==> src/hw/rcg_regs.svh <==
// Register map, field layout and reset values of the remote input command gate
//
// How it works
// [RULE_01] Remote-active output is high while commands are mapped and remote has control.
// [RULE_02] Commands other than program select act only on a rising edge, if accepted.
// [RULE_03] Program select lines form a binary number weighted 1 to 32, levels only.
// [RULE_04] Start runs only with ready, no error, no e-stop, guard closed, no suspend/halt.
// [RULE_05] Halt edge stops all tasks and commands unconditionally.
// [RULE_06] Suspend edge pauses tasks only while running is high.
// [RULE_07] Resume edge continues only when paused and suspend and halt inputs are low.
// [RULE_08] Clear-fault edge clears e-stop and error when ready is high.
// [RULE_09] After an error the far side must clear the fault before other commands. Halt edges are still accepted while error is high.
// [RULE_10] A command edge failing its condition is not run and flags command rejected.
// [RULE_11] Command rejected has no output line after reset until configured.
// [RULE_12] Default map: commands on inputs 0 to 7, status on outputs 0 to 8.
// [RULE_13] Remote commands work only while virtual I/O is enabled.
// [RULE_14] Each input passes a two-stage synchroniser and yields a one-cycle rise pulse.
`ifndef RCG_REGS_SVH
`define RCG_REGS_SVH

// ****************************************************************
// Sizes
// ****************************************************************
`define RCG_N_IN        24
`define RCG_N_OUT       16
`define RCG_N_FN        11
`define RCG_N_SIG       8
`define RCG_FLD_W       8
`define RCG_IMAP_WORDS  3
`define RCG_OMAP_WORDS  2
`define RCG_IRQ_W       2

// ****************************************************************
// Byte offsets
// ****************************************************************
`define RCG_OFS_CTRL    8'h00
`define RCG_OFS_STATE   8'h04
`define RCG_OFS_IMAP0   8'h08
`define RCG_OFS_OMAP0   8'h14
`define RCG_OFS_IRQ_ST  8'h1C
`define RCG_OFS_IRQ_EN  8'h20
`define RCG_OFS_IRQ_CLR 8'h24
`define RCG_OFS_INLVL   8'h28

// ****************************************************************
// Fields and reset values
// ****************************************************************
`define RCG_CTRL_VIO    0
`define RCG_CTRL_REMOTE 1
`define RCG_CTRL_RST    2'h0
`define RCG_FLD_ASSIGN  7
`define RCG_IMAP_RST    96'h00878685_84000000_83828180
`define RCG_OMAP_RST    64'h00008885_83828180
`define RCG_FN_START    0
`define RCG_FN_SEL_LO   1
`define RCG_FN_SEL_HI   6
`define RCG_FN_HALT     7
`define RCG_FN_SUSPEND  8
`define RCG_FN_RESUME   9
`define RCG_FN_CLEAR    10
`define RCG_IRQ_ACCEPT  0
`define RCG_IRQ_REJECT  1

`endif

==> src/hw/rcg_pkg.sv <==
// Types shared by the remote input command gate
package rcg_pkg;

   typedef struct packed {
      logic ready;
      logic running;
      logic paused;
      logic error;
      logic estop_active;
      logic guard_open;
      logic estop_clear;
   } rcg_status_type;

   typedef struct packed {
      logic run;
      logic halt;
      logic suspend;
      logic resume;
      logic clear_fault;
   } rcg_cmd_type;

endpackage : rcg_pkg

==> src/hw/rcg_edge_sync.sv <==
// Two-stage input synchroniser with rising-edge pulse per bit
`timescale 1ns/1ps

module rcg_edge_sync #(
   parameter int WIDTH = 24
) (
   input  wire logic             clk_i,
   input  wire logic             rst_i,
   input  wire logic [WIDTH-1:0] din_i,
   output logic      [WIDTH-1:0] level_o,
   output logic      [WIDTH-1:0] rise_o
);

   logic [WIDTH-1:0] meta_q;
   logic [WIDTH-1:0] sync_q;
   logic [WIDTH-1:0] prev_q;

   // ****************************************************************
   // Synchroniser chain
   // ****************************************************************
   genvar g;
   generate
      for (g = 0; g < WIDTH; g++) begin : g_bit
         always_ff @(posedge clk_i) begin
            if (rst_i) begin
               meta_q[g] <= 1'b0;
               sync_q[g] <= 1'b0;
               prev_q[g] <= 1'b0;
            end else begin
               meta_q[g] <= din_i[g];
               sync_q[g] <= meta_q[g];
               prev_q[g] <= sync_q[g];
            end
         end
         assign level_o[g] = sync_q[g];
         assign rise_o[g]  = sync_q[g] & ~prev_q[g]; // RULE_14
      end
   endgenerate

endmodule : rcg_edge_sync

==> src/hw/rcg_out_map.sv <==
// Routes status signals onto configurable remote output lines
`timescale 1ns/1ps
`include "rcg_regs.svh"

module rcg_out_map #(
   parameter int N_SIG = 8,
   parameter int N_OUT = 16
) (
   input  wire logic                 clk_i,
   input  wire logic                 rst_i,
   input  wire logic [N_SIG-1:0]     sig_i,
   input  wire logic [8*N_SIG-1:0]   map_i,
   output logic      [N_OUT-1:0]     out_o
);

   logic [N_OUT-1:0] out_d;

   // ****************************************************************
   // Per-line OR of all signals mapped to it
   // ****************************************************************
   genvar o;
   genvar s;
   generate
      for (o = 0; o < N_OUT; o++) begin : g_out
         logic [N_SIG-1:0] hit_w;
         for (s = 0; s < N_SIG; s++) begin : g_sig
            assign hit_w[s] = sig_i[s] & map_i[8*s+`RCG_FLD_ASSIGN]
                            & (map_i[8*s +: 4] == 4'(o));
         end
         assign out_d[o] = |hit_w;
      end
   endgenerate

   always_ff @(posedge clk_i) begin
      if (rst_i) begin
         out_o <= '0;
      end else begin
         out_o <= out_d;
      end
   end

endmodule : rcg_out_map

==> src/hw/rcg_top.sv <==
// Remote input command gate: edge-triggered, condition-gated remote commands
//
// The address map and the Wishbone interface to the registers were decided locally.
`timescale 1ns/1ps
`include "rcg_regs.svh"

module rcg_top
   import rcg_pkg::*;
#(
   parameter int N_IN  = `RCG_N_IN,
   parameter int N_OUT = `RCG_N_OUT
) (
   input  wire logic                  clk_i,
   input  wire logic                  rst_i,
   input  wire logic                  wb_cyc_i,
   input  wire logic                  wb_stb_i,
   input  wire logic                  wb_we_i,
   input  wire logic [7:0]            wb_adr_i,
   input  wire logic [3:0]            wb_sel_i,
   input  wire logic [31:0]           wb_dat_i,
   output logic      [31:0]           wb_dat_o,
   output logic                       wb_ack_o,
   input  wire logic [N_IN-1:0]       remote_in_i,
   input  wire rcg_status_type        status_i,
   output rcg_cmd_type                cmd_o,
   output logic      [5:0]            program_select_o,
   output logic      [N_OUT-1:0]      remote_out_o,
   output logic                       remote_active_o,
   output logic                       command_rejected_o,
   output logic                       irq_o
);

   // ****************************************************************
   // Helpers
   // ****************************************************************
   function automatic logic [31:0] wmerge(input logic [31:0] old_v,
                                          input logic [31:0] new_v,
                                          input logic [3:0]  sel);
      logic [31:0] r;
      r = old_v;
      for (int b = 0; b < 4; b++) begin
         if (sel[b]) begin
            r[8*b +: 8] = new_v[8*b +: 8];
         end
      end
      return r;
   endfunction : wmerge

   function automatic logic pick(input logic [7:0] fld, input logic [N_IN-1:0] vec);
      logic r;
      r = 1'b0;
      if (fld[`RCG_FLD_ASSIGN] && (int'(fld[4:0]) < N_IN)) begin
         r = vec[fld[4:0]];
      end
      return r;
   endfunction : pick

   // ****************************************************************
   // Registers and wires
   // ****************************************************************
   logic [1:0]                       ctrl_q;
   logic [8*`RCG_N_FN+7:0]           imap_q;
   logic [8*`RCG_N_SIG-1:0]          omap_q;
   logic [`RCG_IRQ_W-1:0]            irq_st_q;
   logic [`RCG_IRQ_W-1:0]            irq_en_q;
   logic                             ack_q;
   logic [31:0]                      dat_q;
   rcg_cmd_type                      cmd_q;
   logic [5:0]                       prog_q;
   logic                             active_q;
   logic                             rejected_q;
   logic                             irq_q;

   logic [N_IN-1:0]                  in_lvl_w;
   logic [N_IN-1:0]                  in_rise_w;
   logic [`RCG_N_FN-1:0]             fn_lvl_w;
   logic [`RCG_N_FN-1:0]             fn_rise_w;
   logic [`RCG_N_FN-1:0]             fn_asg_w;
   logic [`RCG_N_FN-1:0]             fn_ok_w;
   logic [`RCG_N_FN-1:0]             fn_go_w;
   logic [`RCG_N_FN-1:0]             fn_bad_w;
   logic [5:0]                       prog_w;
   logic                             active_d;
   logic                             accept_w;
   logic                             reject_w;
   logic                             req_w;
   logic                             wr_w;
   logic [7:0]                       adr_w;
   logic [31:0]                      rd_w;
   logic [31:0]                      wr_ctrl_w;
   logic [31:0]                      wr_en_w;
   logic [`RCG_IRQ_W-1:0]            irq_clr_w;
   logic [`RCG_IRQ_W-1:0]            irq_ev_w;
   logic [`RCG_IRQ_W-1:0]            irq_st_d;
   logic [`RCG_N_SIG-1:0]            sig_w;
   logic                             ok_start_w;
   logic [`RCG_N_FN-1:0]             sel_mask_w;

   // Reset images of the map registers, cut per word below
   localparam logic [8*`RCG_N_FN+7:0]  IMAP_RST = `RCG_IMAP_RST;
   localparam logic [8*`RCG_N_SIG-1:0] OMAP_RST = `RCG_OMAP_RST;

   // ****************************************************************
   // Input synchronisation and function selection
   // ****************************************************************
   rcg_edge_sync #(
      .WIDTH   (N_IN)
   ) rcg_edge_sync_inst (
      .clk_i   (clk_i),
      .rst_i   (rst_i),
      .din_i   (remote_in_i),
      .level_o (in_lvl_w),
      .rise_o  (in_rise_w)
   );

   genvar k;
   generate
      for (k = 0; k < `RCG_N_FN; k++) begin : g_fn
         assign fn_asg_w[k]  = imap_q[8*k+`RCG_FLD_ASSIGN];
         assign fn_lvl_w[k]  = pick(imap_q[8*k +: 8], in_lvl_w) & active_q;
         assign fn_rise_w[k] = pick(imap_q[8*k +: 8], in_rise_w) & active_q; // RULE_01 RULE_02
      end
   endgenerate

   assign prog_w = fn_lvl_w[`RCG_FN_SEL_HI:`RCG_FN_SEL_LO]; // RULE_03

   // ****************************************************************
   // Acceptance conditions
   // ****************************************************************
   assign ok_start_w = status_i.ready & ~status_i.error & ~status_i.estop_active
                     & ~status_i.guard_open & status_i.estop_clear
                     & ~fn_lvl_w[`RCG_FN_SUSPEND] & ~fn_lvl_w[`RCG_FN_HALT]; // RULE_04

   always_comb begin
      fn_ok_w                  = '0;
      fn_ok_w[`RCG_FN_START]   = ok_start_w;
      fn_ok_w[`RCG_FN_HALT]    = 1'b1; // RULE_05
      fn_ok_w[`RCG_FN_SUSPEND] = status_i.running & ~status_i.error; // RULE_06 RULE_09
      fn_ok_w[`RCG_FN_RESUME]  = status_i.paused & ~status_i.error
                               & ~fn_lvl_w[`RCG_FN_SUSPEND]
                               & ~fn_lvl_w[`RCG_FN_HALT]; // RULE_07 RULE_09
      fn_ok_w[`RCG_FN_CLEAR]   = status_i.ready; // RULE_08
   end

   // Program select bits are levels and never form a command
   assign fn_go_w  = fn_rise_w & fn_ok_w;
   assign sel_mask_w = {{(`RCG_N_FN-`RCG_FN_SEL_HI-1){1'b0}},
                        {(`RCG_FN_SEL_HI-`RCG_FN_SEL_LO+1){1'b1}},
                        {`RCG_FN_SEL_LO{1'b0}}};
   assign fn_bad_w = fn_rise_w & ~fn_ok_w & ~sel_mask_w; // RULE_10
   assign accept_w = |fn_go_w;
   assign reject_w = |fn_bad_w;
   assign active_d = ctrl_q[`RCG_CTRL_VIO] & ctrl_q[`RCG_CTRL_REMOTE]
                   & (|fn_asg_w); // RULE_01 RULE_13

   // ****************************************************************
   // Command outputs
   // ****************************************************************
   always_ff @(posedge clk_i) begin
      if (rst_i) begin
         cmd_q      <= '0;
         prog_q     <= '0;
         active_q   <= 1'b0;
         rejected_q <= 1'b0;
      end else begin
         cmd_q.run         <= fn_go_w[`RCG_FN_START]; // RULE_04
         cmd_q.halt        <= fn_go_w[`RCG_FN_HALT]; // RULE_05
         cmd_q.suspend     <= fn_go_w[`RCG_FN_SUSPEND]; // RULE_06
         cmd_q.resume      <= fn_go_w[`RCG_FN_RESUME]; // RULE_07
         cmd_q.clear_fault <= fn_go_w[`RCG_FN_CLEAR]; // RULE_08
         prog_q            <= fn_go_w[`RCG_FN_START] ? prog_w : prog_q;
         active_q          <= active_d;
         rejected_q        <= reject_w | (rejected_q & ~accept_w); // RULE_10
      end
   end

   // ****************************************************************
   // Wishbone slave, one wait state
   // ****************************************************************
   assign req_w     = wb_cyc_i & wb_stb_i & ~ack_q;
   assign wr_w      = req_w & wb_we_i;
   assign adr_w     = {wb_adr_i[7:2], 2'b00};
   assign wr_ctrl_w = wmerge({30'h0, ctrl_q}, wb_dat_i, wb_sel_i);
   assign wr_en_w   = wmerge({30'h0, irq_en_q}, wb_dat_i, wb_sel_i);
   assign irq_clr_w = (wr_w && adr_w == `RCG_OFS_IRQ_CLR && wb_sel_i[0])
                    ? wb_dat_i[`RCG_IRQ_W-1:0] : '0;
   assign irq_ev_w  = {reject_w, accept_w};
   assign irq_st_d  = (irq_st_q & ~irq_clr_w) | irq_ev_w;

   assign rd_w =
      (adr_w == `RCG_OFS_CTRL)   ? {30'h0, ctrl_q} :
      (adr_w == `RCG_OFS_STATE)  ? {24'h0, prog_q, rejected_q, active_q} :
      (adr_w == `RCG_OFS_IMAP0)        ? imap_q[31:0] :
      (adr_w == `RCG_OFS_IMAP0 + 8'h04) ? imap_q[63:32] :
      (adr_w == `RCG_OFS_IMAP0 + 8'h08) ? imap_q[95:64] :
      (adr_w == `RCG_OFS_OMAP0)        ? omap_q[31:0] :
      (adr_w == `RCG_OFS_OMAP0 + 8'h04) ? omap_q[63:32] :
      (adr_w == `RCG_OFS_IRQ_ST) ? {30'h0, irq_st_q} :
      (adr_w == `RCG_OFS_IRQ_EN) ? {30'h0, irq_en_q} :
      (adr_w == `RCG_OFS_INLVL)  ? 32'(in_lvl_w) : 32'h0;

   generate
      for (k = 0; k < `RCG_IMAP_WORDS; k++) begin : g_imap
         logic [31:0] new_w;
         assign new_w = wmerge(imap_q[32*k +: 32], wb_dat_i, wb_sel_i);
         always_ff @(posedge clk_i) begin
            if (rst_i) begin
               imap_q[32*k +: 32] <= IMAP_RST[32*k +: 32]; // RULE_12
            end else if (wr_w && adr_w == `RCG_OFS_IMAP0 + 8'(4*k)) begin
               imap_q[32*k +: 32] <= new_w;
            end
         end
      end
      for (k = 0; k < `RCG_OMAP_WORDS; k++) begin : g_omap
         logic [31:0] new_w;
         assign new_w = wmerge(omap_q[32*k +: 32], wb_dat_i, wb_sel_i);
         always_ff @(posedge clk_i) begin
            if (rst_i) begin
               omap_q[32*k +: 32] <= OMAP_RST[32*k +: 32]; // RULE_11 RULE_12
            end else if (wr_w && adr_w == `RCG_OFS_OMAP0 + 8'(4*k)) begin
               omap_q[32*k +: 32] <= new_w;
            end
         end
      end
   endgenerate

   always_ff @(posedge clk_i) begin
      if (rst_i) begin
         ack_q    <= 1'b0;
         dat_q    <= 32'h0;
         ctrl_q   <= `RCG_CTRL_RST;
         irq_en_q <= '0;
         irq_st_q <= '0;
         irq_q    <= 1'b0;
      end else begin
         ack_q    <= req_w;
         dat_q    <= req_w ? rd_w : dat_q;
         ctrl_q   <= (wr_w && adr_w == `RCG_OFS_CTRL) ? wr_ctrl_w[1:0] : ctrl_q;
         irq_en_q <= (wr_w && adr_w == `RCG_OFS_IRQ_EN) ? wr_en_w[1:0] : irq_en_q;
         irq_st_q <= irq_st_d;
         irq_q    <= |(irq_st_d & irq_en_q);
      end
   end

   // ****************************************************************
   // Remote status outputs
   // ****************************************************************
   assign sig_w = {rejected_q, active_q, status_i.estop_clear, status_i.guard_open,
                   status_i.error, status_i.paused, status_i.running, status_i.ready};

   rcg_out_map #(
      .N_SIG   (`RCG_N_SIG),
      .N_OUT   (N_OUT)
   ) rcg_out_map_inst (
      .clk_i   (clk_i),
      .rst_i   (rst_i),
      .sig_i   (sig_w),
      .map_i   (omap_q),
      .out_o   (remote_out_o)
   );

   assign wb_dat_o           = dat_q;
   assign wb_ack_o           = ack_q;
   assign cmd_o              = cmd_q;
   assign program_select_o   = prog_q;
   assign remote_active_o    = active_q;
   assign command_rejected_o = rejected_q;
   assign irq_o              = irq_q;

   // ****************************************************************
   // Assertions
   // ****************************************************************
   start_accept_a: assert property (@(posedge clk_i) disable iff (rst_i) // RULE_04
      fn_rise_w[`RCG_FN_START] && ok_start_w |=> cmd_q.run && prog_q == $past(prog_w))
      else $error("accepted start did not run");

   start_refuse_a: assert property (@(posedge clk_i) disable iff (rst_i) // RULE_10
      fn_rise_w[`RCG_FN_START] && !ok_start_w |=> !cmd_q.run && rejected_q)
      else $error("refused start not flagged");

   halt_always_a: assert property (@(posedge clk_i) disable iff (rst_i) // RULE_05
      fn_rise_w[`RCG_FN_HALT] |=> cmd_q.halt)
      else $error("halt edge lost");

   suspend_cond_a: assert property (@(posedge clk_i) disable iff (rst_i) // RULE_06
      cmd_q.suspend |-> $past(status_i.running))
      else $error("suspend while not running");

   resume_cond_a: assert property (@(posedge clk_i) disable iff (rst_i) // RULE_07
      cmd_q.resume |-> $past(status_i.paused) && !$past(fn_lvl_w[`RCG_FN_HALT]))
      else $error("resume outside its condition");

   clear_cond_a: assert property (@(posedge clk_i) disable iff (rst_i) // RULE_08
      cmd_q.clear_fault |-> $past(status_i.ready))
      else $error("clear fault without ready");

   inactive_quiet_a: assert property (@(posedge clk_i) disable iff (rst_i) // RULE_01
      !active_q |=> cmd_q == '0 && !$rose(rejected_q))
      else $error("command taken while remote inactive");

   vio_gate_a: assert property (@(posedge clk_i) disable iff (rst_i) // RULE_13
      !ctrl_q[`RCG_CTRL_VIO] |=> !active_q)
      else $error("remote active without virtual io");

   reject_unmapped_a: assert property (@(posedge clk_i) disable iff (rst_i) // RULE_11
      $fell(rst_i) |-> !omap_q[8*7+`RCG_FLD_ASSIGN])
      else $error("command rejected mapped after reset");

   rise_pulse_a: assert property (@(posedge clk_i) disable iff (rst_i) // RULE_14
      in_rise_w[0] |-> $past(remote_in_i[0], 2) ##1 !in_rise_w[0])
      else $error("edge pulse wrong");

endmodule : rcg_top

==> config.mk <==
export PLATFORM = sky130hd
export DESIGN_NAME = rcg_top
export DESIGN_NICKNAME = d
export VERILOG_FILES = /design/src/hw/rcg_pkg.sv /design/src/hw/rcg_edge_sync.sv /design/src/hw/rcg_out_map.sv /design/src/hw/rcg_top.sv
export VERILOG_INCLUDE_DIRS = /design/src /design/src/hw
export SDC_FILE = /design/constraint.sdc
export NUM_CORES = 1
export LEC_CHECK = 0
export BUFFER_PORTS_ARGS = -buffer_cell sky130_fd_sc_hd__buf_2
export CAP_MARGIN = 20
export CORE_MARGIN = 3
export CORE_UTILIZATION = 40
export DETAILED_ROUTE_END_ITERATION = 8
export GPL_ROUTABILITY_DRIVEN = 0
export GPL_TIMING_DRIVEN = 1
export PLACE_DENSITY = 0.63
export REMOVE_ABC_BUFFERS = 1
export SYNTH_ARGS = -nofsm -noshare
export SYNTH_HDL_FRONTEND = slang
export SYNTH_SLANG_ARGS = --single-unit
==> constraint.sdc <==
create_clock -name clk_i -period 5.5 [get_ports clk_i]
set_clock_uncertainty 0.15 [all_clocks]
set_input_delay 0.825 -clock clk_i [delete_from_list [all_inputs] [get_ports clk_i]]
set_output_delay 0.825 -clock clk_i [all_outputs]
set_load 0.01 [all_outputs]
==> qor.yml, run 1 <==
outcome:
  status: "finished clean"
grt:
  grt_antenna_before_repair: 3
  overflow: 0
  grt_use_total: 0.256
  grt_max_degree: 188
  grt_pass1_wl_um: 81900
  first_global_vias: 13686
critical_path:
  critPathKind: "reg2reg"
  cp_max_fo: 14
  end_kind: "flop"
  start_kind: "flop"
  critical_path_arrival_ns: 3.92
  required_ns: 5.81
route:
  drt_first_pass_iters: 8
  drtIter0Drc: 1876
  vias: 14467
  via_per_inst: 6.03
  final_antenna_net_count: 0
  routed_wl_um: 53700
  drc: 0
  wl_per_cell_um: 22.4
final_layout:
  n_fill_cell: 3678
  final_net_count: 1940
  finalNonFillerCells: 2399
  fin_util: 0.463
  drive_gt1_frac: 0.159
  area_growth_pct: 14.1
synthesis:
  synthCells: 1818
  ys_seq_area_frac: 0.393
  synth_top_area_cell: "dfxtp_1"
  synthTopCellsByArea: "dfxtp_1 (39%), mux4_2 (9.1%), nand2_1 (8.7%)"
  synth_common_cells: "nand2_1 (355), dfxtp_1 (301), a21oi_1 (193), clkbuf_1 (124), nor2_1 (109)"
  synthDistinctLibCells: 64
  synth.top_cell.area_share: 0.393
  synth-main-ff-cell: "dfxtp_1"
  synth_edf_count: 0
  syn_area_mm2: 0.0153
  yosysWarnings: 0
  yosysMostFrequentCell: "nand2_1"
  ys_ff_latch: 301
  ys_async_sr_fraction: 0
  syn_avg_cell_area_um2: 8.43
clock_tree:
  cts_inserted_buffers: 35
  cts.clk_slew.worst_paths_ns: 0.06
  clock-sinks: 301
  cts-root-buf: "clkbuf_16"
  htreeDepth: 2
  cts_resized: 0
  ctsHoldBuffers: 0
  post_cts_buffers: 0
  cts_tree: "done"
  clockBufferDepth: 3
  clkLatencyLatePin_ns: 0.52
timing:
  hold_violations: 0
  period_share: 0.656
  setup-violations-final: 0
  relSlewSlack: 0.313
  min_period_ns: 3.61
  tns_ns: 0
  tightest_slew_ns: 1.03
  max_freq_mhz: 277
  grt_setup_unrepaired: "false"
  slew_violations: 0
die:
  die_x_um: 202
  coreArea_mm2: 0.0378
  ios: 143
  die_area_mm2: 0.0407
  rows: 71
  start_util: 0.406
  die_h_um: 202
placed_design:
  place_inst: 2333
  place.port_buffers: 140
  dpl.hpwl_um: 37500
hold_path:
  hp-class: "reg2reg"
power_and_ir_drop:
  power_density_mw_per_mm2: 285
  irDropWorstVdd_mv: 0.159
  p_leak_nw: 6.11
job:
  drv_cap: 0
-- area by class of cell --
cell class                      instances  area [um^2]  area share
Antenna cell                            3         7.51    0.000429
Clock inverter                         15          194      0.0111
Clock buffer                           47         1040      0.0597
Sequential cell                       301         6030       0.344
Timing Repair Buffer                  158          877      0.0501
Multi-Input combinational cell       1356         8680       0.496
Inverter                                8         30.0     0.00172
Tap cell                              511          639      0.0365
-- cell usage in the layout, fill, tap and decap left out, types with 52 or more instances in the layout --
cell,count
nand2_1,355
mux2i_1,57
dfxtp_1,301
a21oi_1,193
o22ai_1,52
buf_2,139
nor2b_1,84
nor2_1,109
mux4_2,62
nand3_1,57
-- registers in the layout (all words and copies together), names as in the netlist --
signal	cells
cmd_o	5
command_rejected_o	1
ctrl_q	2
fn_asg_w	11
imap_q	85
irq_en_q	2
irq_o	1
irq_st_q	2
omap_q	64
program_select_o	6
rcg_edge_sync_inst.level_o	24
rcg_edge_sync_inst.meta_q	24
rcg_edge_sync_inst.prev_q	24
rcg_out_map_inst.out_o	16
remote_active_o	1
wb_ack_o	1
wb_dat_o	32
-- final timing paths --
check	slack [ns]	cells after the start	endpoint	from
max reg2reg	1.89	8	program_select_o[0]	rcg_edge_sync_inst.level_o[11]
max	1.89	8	program_select_o[0]	rcg_edge_sync_inst.level_o[11]
min	0.28	1	rcg_edge_sync_inst.level_o[4]	rcg_edge_sync_inst.meta_q[4]
min reg2reg	0.28	1	rcg_edge_sync_inst.level_o[4]	rcg_edge_sync_inst.meta_q[4]
-- layer usage --
| metal | routed length (um) | vias up | track usage |
|---|---|---|---|
| met5 | 25 | - | 0 |
| met4 | 2510 | 2 | 0.119 |
| met3 | 6000 | 160 | 0.0633 |
| met2 | 23400 | 870 | 0.384 |
| met1 | 21700 | 6803 | 0.347 |
| li1 | - | 6632 | - |
-- critical path, stage by stage (launching register included) --
cell,delay (ns)
dfxtp_1,0.72
nand2b_1,0.23
o2111a_1,0.28
o41ai_1,0.74
nand3_1,0.18
nor2_1,0.20
nand3_2,0.29
or3b_2,0.60
a21oi_1,0.16
-- where the power goes --
group	total [W]	switching [W]	internal (W)	leakage (nW)
Clock	0.00247	0.000943	0.00152	0.599
Combinational	0.000265	0.000162	0.000103	3.08
Sequential	0.00225	0.0000417	0.00221	2.44
Total	0.00498	0.00115	0.00383	6.11
-- logic make-up (layout without fill, tap and decap cells) --
group                  Yosys count  after routing  synth area share
other                            0              3                 0
and+or+nand+nor                831            831             0.266
DFF                            301            301             0.393
buffers and inverters          161            228            0.0417
muxes                          131            131             0.144
AOI/OAI and AO/OA              394            394             0.155
-- through the flow --
| stage | power, W | worst slack, ns | hold slack [ns] | cell area (um^2) |
|---|---|---|---|---|
| after CTS | 0.00502 | 1.98 | 0.286 | 17500 |
| after global routing | 0.00513 | 1.67 | 0.304 | 17500 |
| after global placement | 0.00255 | 2.00 | 0.275 | 16200 |
| final | 0.00498 | 1.89 | 0.283 | 17500 |
| after floorplan | 0.00239 | 0.130 | 0.264 | 14700 |
| after detailed placement | 0.00255 | 1.98 | 0.271 | 16200 |
Power figures use the tool's default switching activity.
==> run 2: changes to the inputs <==
Clock period 5.5 ns to 3.5 ns, I/O delays scaled along.
==> qor.yml, run 2 (synthesis gave the netlist of run 1 again) <==
outcome:
  status: "finished clean"
power_and_ir_drop:
  power_frac_comb: 0.062
  power_frac_clock: 0.483
  p_leak_nw: 6.32
  swShare: 0.232
  power_density_mw_per_mm2: 433
  p_int_w: 0.00590
  sequentialPowerShare: 0.455
  net-switching-power_w: 0.00178
  irDropWorstVdd_mv: 0.286
timing:
  setup-violations-final: 0
  max_freq_mhz: 301
  min_period_ns: 3.32
  hold_violations: 0
  grt_setup_unrepaired: "false"
  relSlewSlack: 0.402
  slew_violations: 0
  tns_ns: 0
  tightest_slew_ns: 0.888
  period_share: 0.948
hold_path:
  hp-class: "in2reg"
critical_path:
  start_kind: "flop"
  endpoint: "program_select_o[0]"
  reg2reg_from: "rcg_edge_sync_inst.level_o[10]"
  worstSetupStartpoint: "rcg_edge_sync_inst.level_o[10]"
  cp_max_fo: 14
  end_kind: "flop"
  critical_path_arrival_ns: 3.61
  rrSetupSlack_ns: 0.18
  r2r_end: "program_select_o[0]"
  critPathKind: "reg2reg"
  rr_worst_depth: 10
  required_ns: 3.79
placed_design:
  place.port_buffers: 140
  dpl.hpwl_um: 39500
  placed_area_mm2: 0.0166
clock_tree:
  post_cts_buffers: 0
  htreeDepth: 2
  cts_resized: 0
  ctsHoldBuffers: 0
  cts_tree: "done"
  cts.clk_slew.worst_paths_ns: 0.06
  clockBufferDepth: 3
  cts_inserted_buffers: 35
  clkLatencyLatePin_ns: 0.52
  cts-root-buf: "clkbuf_16"
  clock-sinks: 301
final_layout:
  final_net_count: 1985
  layout_commonest_cell: "nand2_1"
  drive_gt1_frac: 0.176
  final_area_mm2: 0.0178
  final_cell_mix: "nand2_1 (355), dfxtp_1 (301), a21oi_1 (193)"
  largest-register: "imap_q"
  largest_register_ffs: 85
  area_growth_pct: 15.9
route:
  drtIter0Drc: 2037
  vias: 14721
  via_per_inst: 6.03
  drc: 0
  final_antenna_net_count: 0
  drt_first_pass_iters: 7
  routed_wl_um: 54600
  wl_per_cell_um: 22.4
grt:
  grt_max_degree: 107
  grt_antenna_before_repair: 2
  first_global_vias: 13939
  grt_use_total: 0.262
  grt_pass1_wl_um: 83500
  overflow: 0
die:
  die_x_um: 202
  coreArea_mm2: 0.0378
  start_util: 0.406
  rows: 71
  die_area_mm2: 0.0407
  die_h_um: 202
  ios: 143
job:
  drv_cap: 0
-- run 2: cell types whose count changed in the layout (fill, tap and decap cells not counted), moves of 3 or more --
cell	previous run	this run
buf_4	16	59
clkbuf_8	9	3
clkinv_2	5	11
clkinvlp_4	5	1
buf_12	1	4
-- run 2: final cells by class --
cell class,count,area [um^2]
Fill cell,3724,20000
Multi-Input combinational cell,1356,8680
Sequential cell,301,6030
Timing Repair Buffer,203,1230
Clock buffer,42,965
Tap cell,511,639
Clock inverter,17,191
Inverter,8,30.0
Antenna cell,2,5.00
-- run 2: worst max-delay path, stage by stage (launching register included) --
cell and delay (ns):
dfxtp_1 0.58, buf_4 0.23, nor3b_1 0.19, nor4_1 0.07, o41ai_1 0.61, buf_4 0.21, nand3_1 0.09, nor2_1 0.20
nand3_2 0.25, or3b_2 0.51, a21oi_1 0.15
-- run 2: how the worst min path moves through the flow --
| stage | start | endpoint | cells after the start |
|---|---|---|---|
| 2_1_floorplan | rcg_edge_sync_inst.meta_q[0] | rcg_edge_sync_inst.level_o[0] | 1 |
| 3_3_place_gp | rcg_edge_sync_inst.meta_q[4] | rcg_edge_sync_inst.level_o[4] | 1 |
| 6_report | remote_in_i[8] | rcg_edge_sync_inst.meta_q[8] | 2 |
| 5_1_grt | remote_in_i[8] | rcg_edge_sync_inst.meta_q[8] | 2 |
| 4_1_cts | remote_in_i[8] | rcg_edge_sync_inst.meta_q[8] | 2 |
| 3_5_place_dp | rcg_edge_sync_inst.meta_q[18] | rcg_edge_sync_inst.level_o[18] | 1 |
-- run 2: power by group through the flow --
stage	Sequential [W]	Combinational, W	Clock (W)
3_5_place_dp	0.00357	0.000465	0
3_3_place_gp	0.00357	0.000460	0
4_1_cts	0.00350	0.000467	0.00377
5_1_grt	0.00350	0.000505	0.00392
6_report	0.00350	0.000475	0.00371
2_1_floorplan	0.00357	0.000179	0
-- run 2: metrics by stage --
step                worst slack [ns]  utilization  std cells  total power (W)  hold slack [ns]
floorplan                      -1.57            -       1665          0.00375            0.264
global placement               0.342        0.440       2379          0.00403            0.273
detailed placement             0.374        0.440       2379          0.00404            0.273
CTS                            0.339        0.470       2438          0.00773           0.0546
global route                  0.0284        0.471       2440          0.00792           0.0746
finish                         0.182        0.471       2440          0.00768           0.0698
-- run 2: routing by layer --
layer  global-route usage  share of wire
met1                0.351           0.39
met2                0.403           0.44
met3               0.0574           0.12
met4                0.124          0.051
met5                    0              0
==> run 3: changes to the inputs <==
Settings changed: SYNTH_HIERARCHICAL set to 1.
==> qor.yml, run 3 <==
route:
  wl_per_cell_um: 23.2
  drc: 0
  routed_wl_um: 55100
  vias: 14739
  drtIter0Drc: 1835
  drt_first_pass_iters: 7
  final_antenna_net_count: 0
  via_per_inst: 6.20
timing:
  period_share: 0.888
  tns_ns: 0
  setup-violations-final: 0
  fin_ws_ns: 0.393
  slew_violations: 0
  tightest_slew_ns: 0.889
  grt_setup_unrepaired: "false"
  relSlewSlack: 0.407
  min_period_ns: 3.11
  max_freq_mhz: 322
  hold_violations: 0
power_and_ir_drop:
  irDropWorstVdd_mv: 0.297
  net-switching-power_w: 0.00181
  swShare: 0.232
  power_density_mw_per_mm2: 431
  sequentialPowerShare: 0.450
  power_frac_comb: 0.066
  p_int_w: 0.00597
  power_frac_clock: 0.484
  p_leak_nw: 6.70
clock_tree:
  htreeDepth: 2
  post_cts_buffers: 0
  cts_tree: "done"
  cts-root-buf: "clkbuf_16"
  cts_inserted_buffers: 35
  ctsHoldBuffers: 0
  clkLatencyLatePin_ns: 0.53
  clockBufferDepth: 3
  cts.clk_slew.worst_paths_ns: 0.06
  cts_resized: 0
  clock-sinks: 301
synthesis:
  synth_common_cells: "dfxtp_1 (301), nand2_1 (214), a21oi_1 (183), nand3_1 (142), nor2b_1 (119)"
  synthTopCellsByArea: "dfxtp_1 (39%), mux4_2 (9.3%), a21oi_1 (5.9%)"
  syn_avg_cell_area_um2: 8.96
  ys_seq_area_frac: 0.387
  synth.top_cell.area_share: 0.387
  synthDistinctLibCells: 69
  ys_ff_latch: 301
  syn_area_mm2: 0.0156
  ys_async_sr_fraction: 0
  synthCells: 1736
  yosysMostFrequentCell: "dfxtp_1"
  synth_edf_count: 0
  synth-main-ff-cell: "dfxtp_1"
  yosysWarnings: 6
  synth_top_area_cell: "dfxtp_1"
placed_design:
  place_inst: 2316
  place.port_buffers: 140
  dp_slack_ns: 0.456
  dpl.hpwl_um: 38500
final_layout:
  finalNonFillerCells: 2377
  layout_commonest_cell: "dfxtp_1"
  final_cell_mix: "dfxtp_1 (301), nand2_1 (214), a21oi_1 (183)"
  drive_gt1_frac: 0.195
  area_growth_pct: 15.9
  final_net_count: 1922
  largest_register_ffs: 85
  largest-register: "imap_q"
die:
  rows: 71
  coreArea_mm2: 0.0380
  start_util: 0.409
  die_area_mm2: 0.0413
  die_x_um: 203
  die_h_um: 203
  ios: 143
grt:
  overflow: 0
  grt_util_met3: 0.0581
  grt_pass1_wl_um: 83800
  grt_antenna_before_repair: 1
  first_global_vias: 13976
  grt_busiest_layer: "met2"
  grt_use_total: 0.259
  grt_max_degree: 104
  grt_util_met1: 0.359
  met2_usage: 0.395
critical_path:
  start_kind: "flop"
  crit_slowest_cell: "dfxtp_1"
  critical_path.max_stage_delay_ns: 0.90
  end_kind: "flop"
  crit_path_frequent_cell: "nand2_1"
  critical_path_arrival_ns: 3.33
  cp_max_fo: 17
  required_ns: 3.72
  cp_cell_sequence: "mux4_2 > mux2i_1 > o21ai_1 > nor4_4 > nand2_1 > nand2_1 > a21oi_1"
  critPathKind: "reg2reg"
hold_path:
  hp-class: "in2reg"
outcome:
  status: "finished clean"
job:
  drv_cap: 0
[run 3: cell count changes in the layout (fill, tap and decap cells not counted), sizes merged, moves of 15 or more]
| cell | before | now |
|---|---|---|
| nand2b | 44 | 20 |
| and3 | 9 | 35 |
| nor2b | 85 | 119 |
| nor2 | 109 | 94 |
| a31oi | 6 | 21 |
| o22ai | 52 | 29 |
| a211o | 6 | 29 |
| mux2i | 57 | 82 |
| nand2 | 355 | 217 |
| nand3 | 58 | 143 |
| nand3b | 36 | 8 |
[run 3: final cells by class]
type / count / area, um^2
diodes: 1 / 2.50
clock buffers: 49 / 1050
clock inverters: 11 / 135
fillers: 3678 / 20000
inverters: 6 / 22.5
multi-input cells: 1293 / 8910
flip-flops and latches: 301 / 6030
well taps: 511 / 639
repair buffers: 205 / 1250
[run 3: critical path: cells and delay by family (launching register included)]
family             cells  cell delay [ns]
AOI/OAI and AO/OA      2             0.22
DFF                    1             0.90
muxes                  2             0.80
and+or+nand+nor        3             0.88
[run 3: final timing paths]
path | startpoint | endpoint | slack, ns | depth (start not counted)
worst max register to register | imap_q[65] | program_select_o[3] | 0.39 | 7
worst min register to register | rcg_edge_sync_inst/meta_q[1] | rcg_edge_sync_inst/level_o[1] | 0.28 | 1
worst max-delay path | imap_q[65] | program_select_o[3] | 0.39 | 7
worst min-delay path | remote_in_i[23] | rcg_edge_sync_inst/meta_q[23] | 0.06 | 2
[run 3: logic make-up (layout without fill, tap and decap cells)]
logic type             after synthesis  count (layout)  share of synthesized area
AOI/OAI and AO/OA                  394             394                      0.158
buffers and inverters              142             271                     0.0422
DFF                                301             301                      0.387
muxes                              167             167                      0.170
other                                0               1                          0
and+or+nand+nor                    732             732                      0.242
[run 3: per-stage QoR]
step / area (um^2) / power [W] / hold WS [ns] / utilization
finish: 18000 / 0.00777 / 0.0635 / 0.474
global route: 18000 / 0.00798 / 0.0641 / 0.474
CTS: 18000 / 0.00780 / 0.0492 / 0.474
detailed placement: 16800 / 0.00407 / 0.275 / 0.443
global placement: 16800 / 0.00407 / 0.282 / 0.443
floorplan: 14900 / 0.00376 / 0.264 / -
[run 3: per-layer routing]
metal  vias up  share of wire
met5         -              0
met3       161           0.11
met2       927           0.43
li1       6613              -
met1      7038           0.41
met4         0          0.042
[run 3: power by group through the flow]
stage	Combinational, W	Clock [W]	Sequential, W
floorplan	0.000188	0	0.00358
finish	0.000513	0.00376	0.00350
detailed placement	0.000499	0	0.00357
CTS	0.000501	0.00380	0.00350
global route	0.000540	0.00394	0.00350
global placement	0.000494	0	0.00357
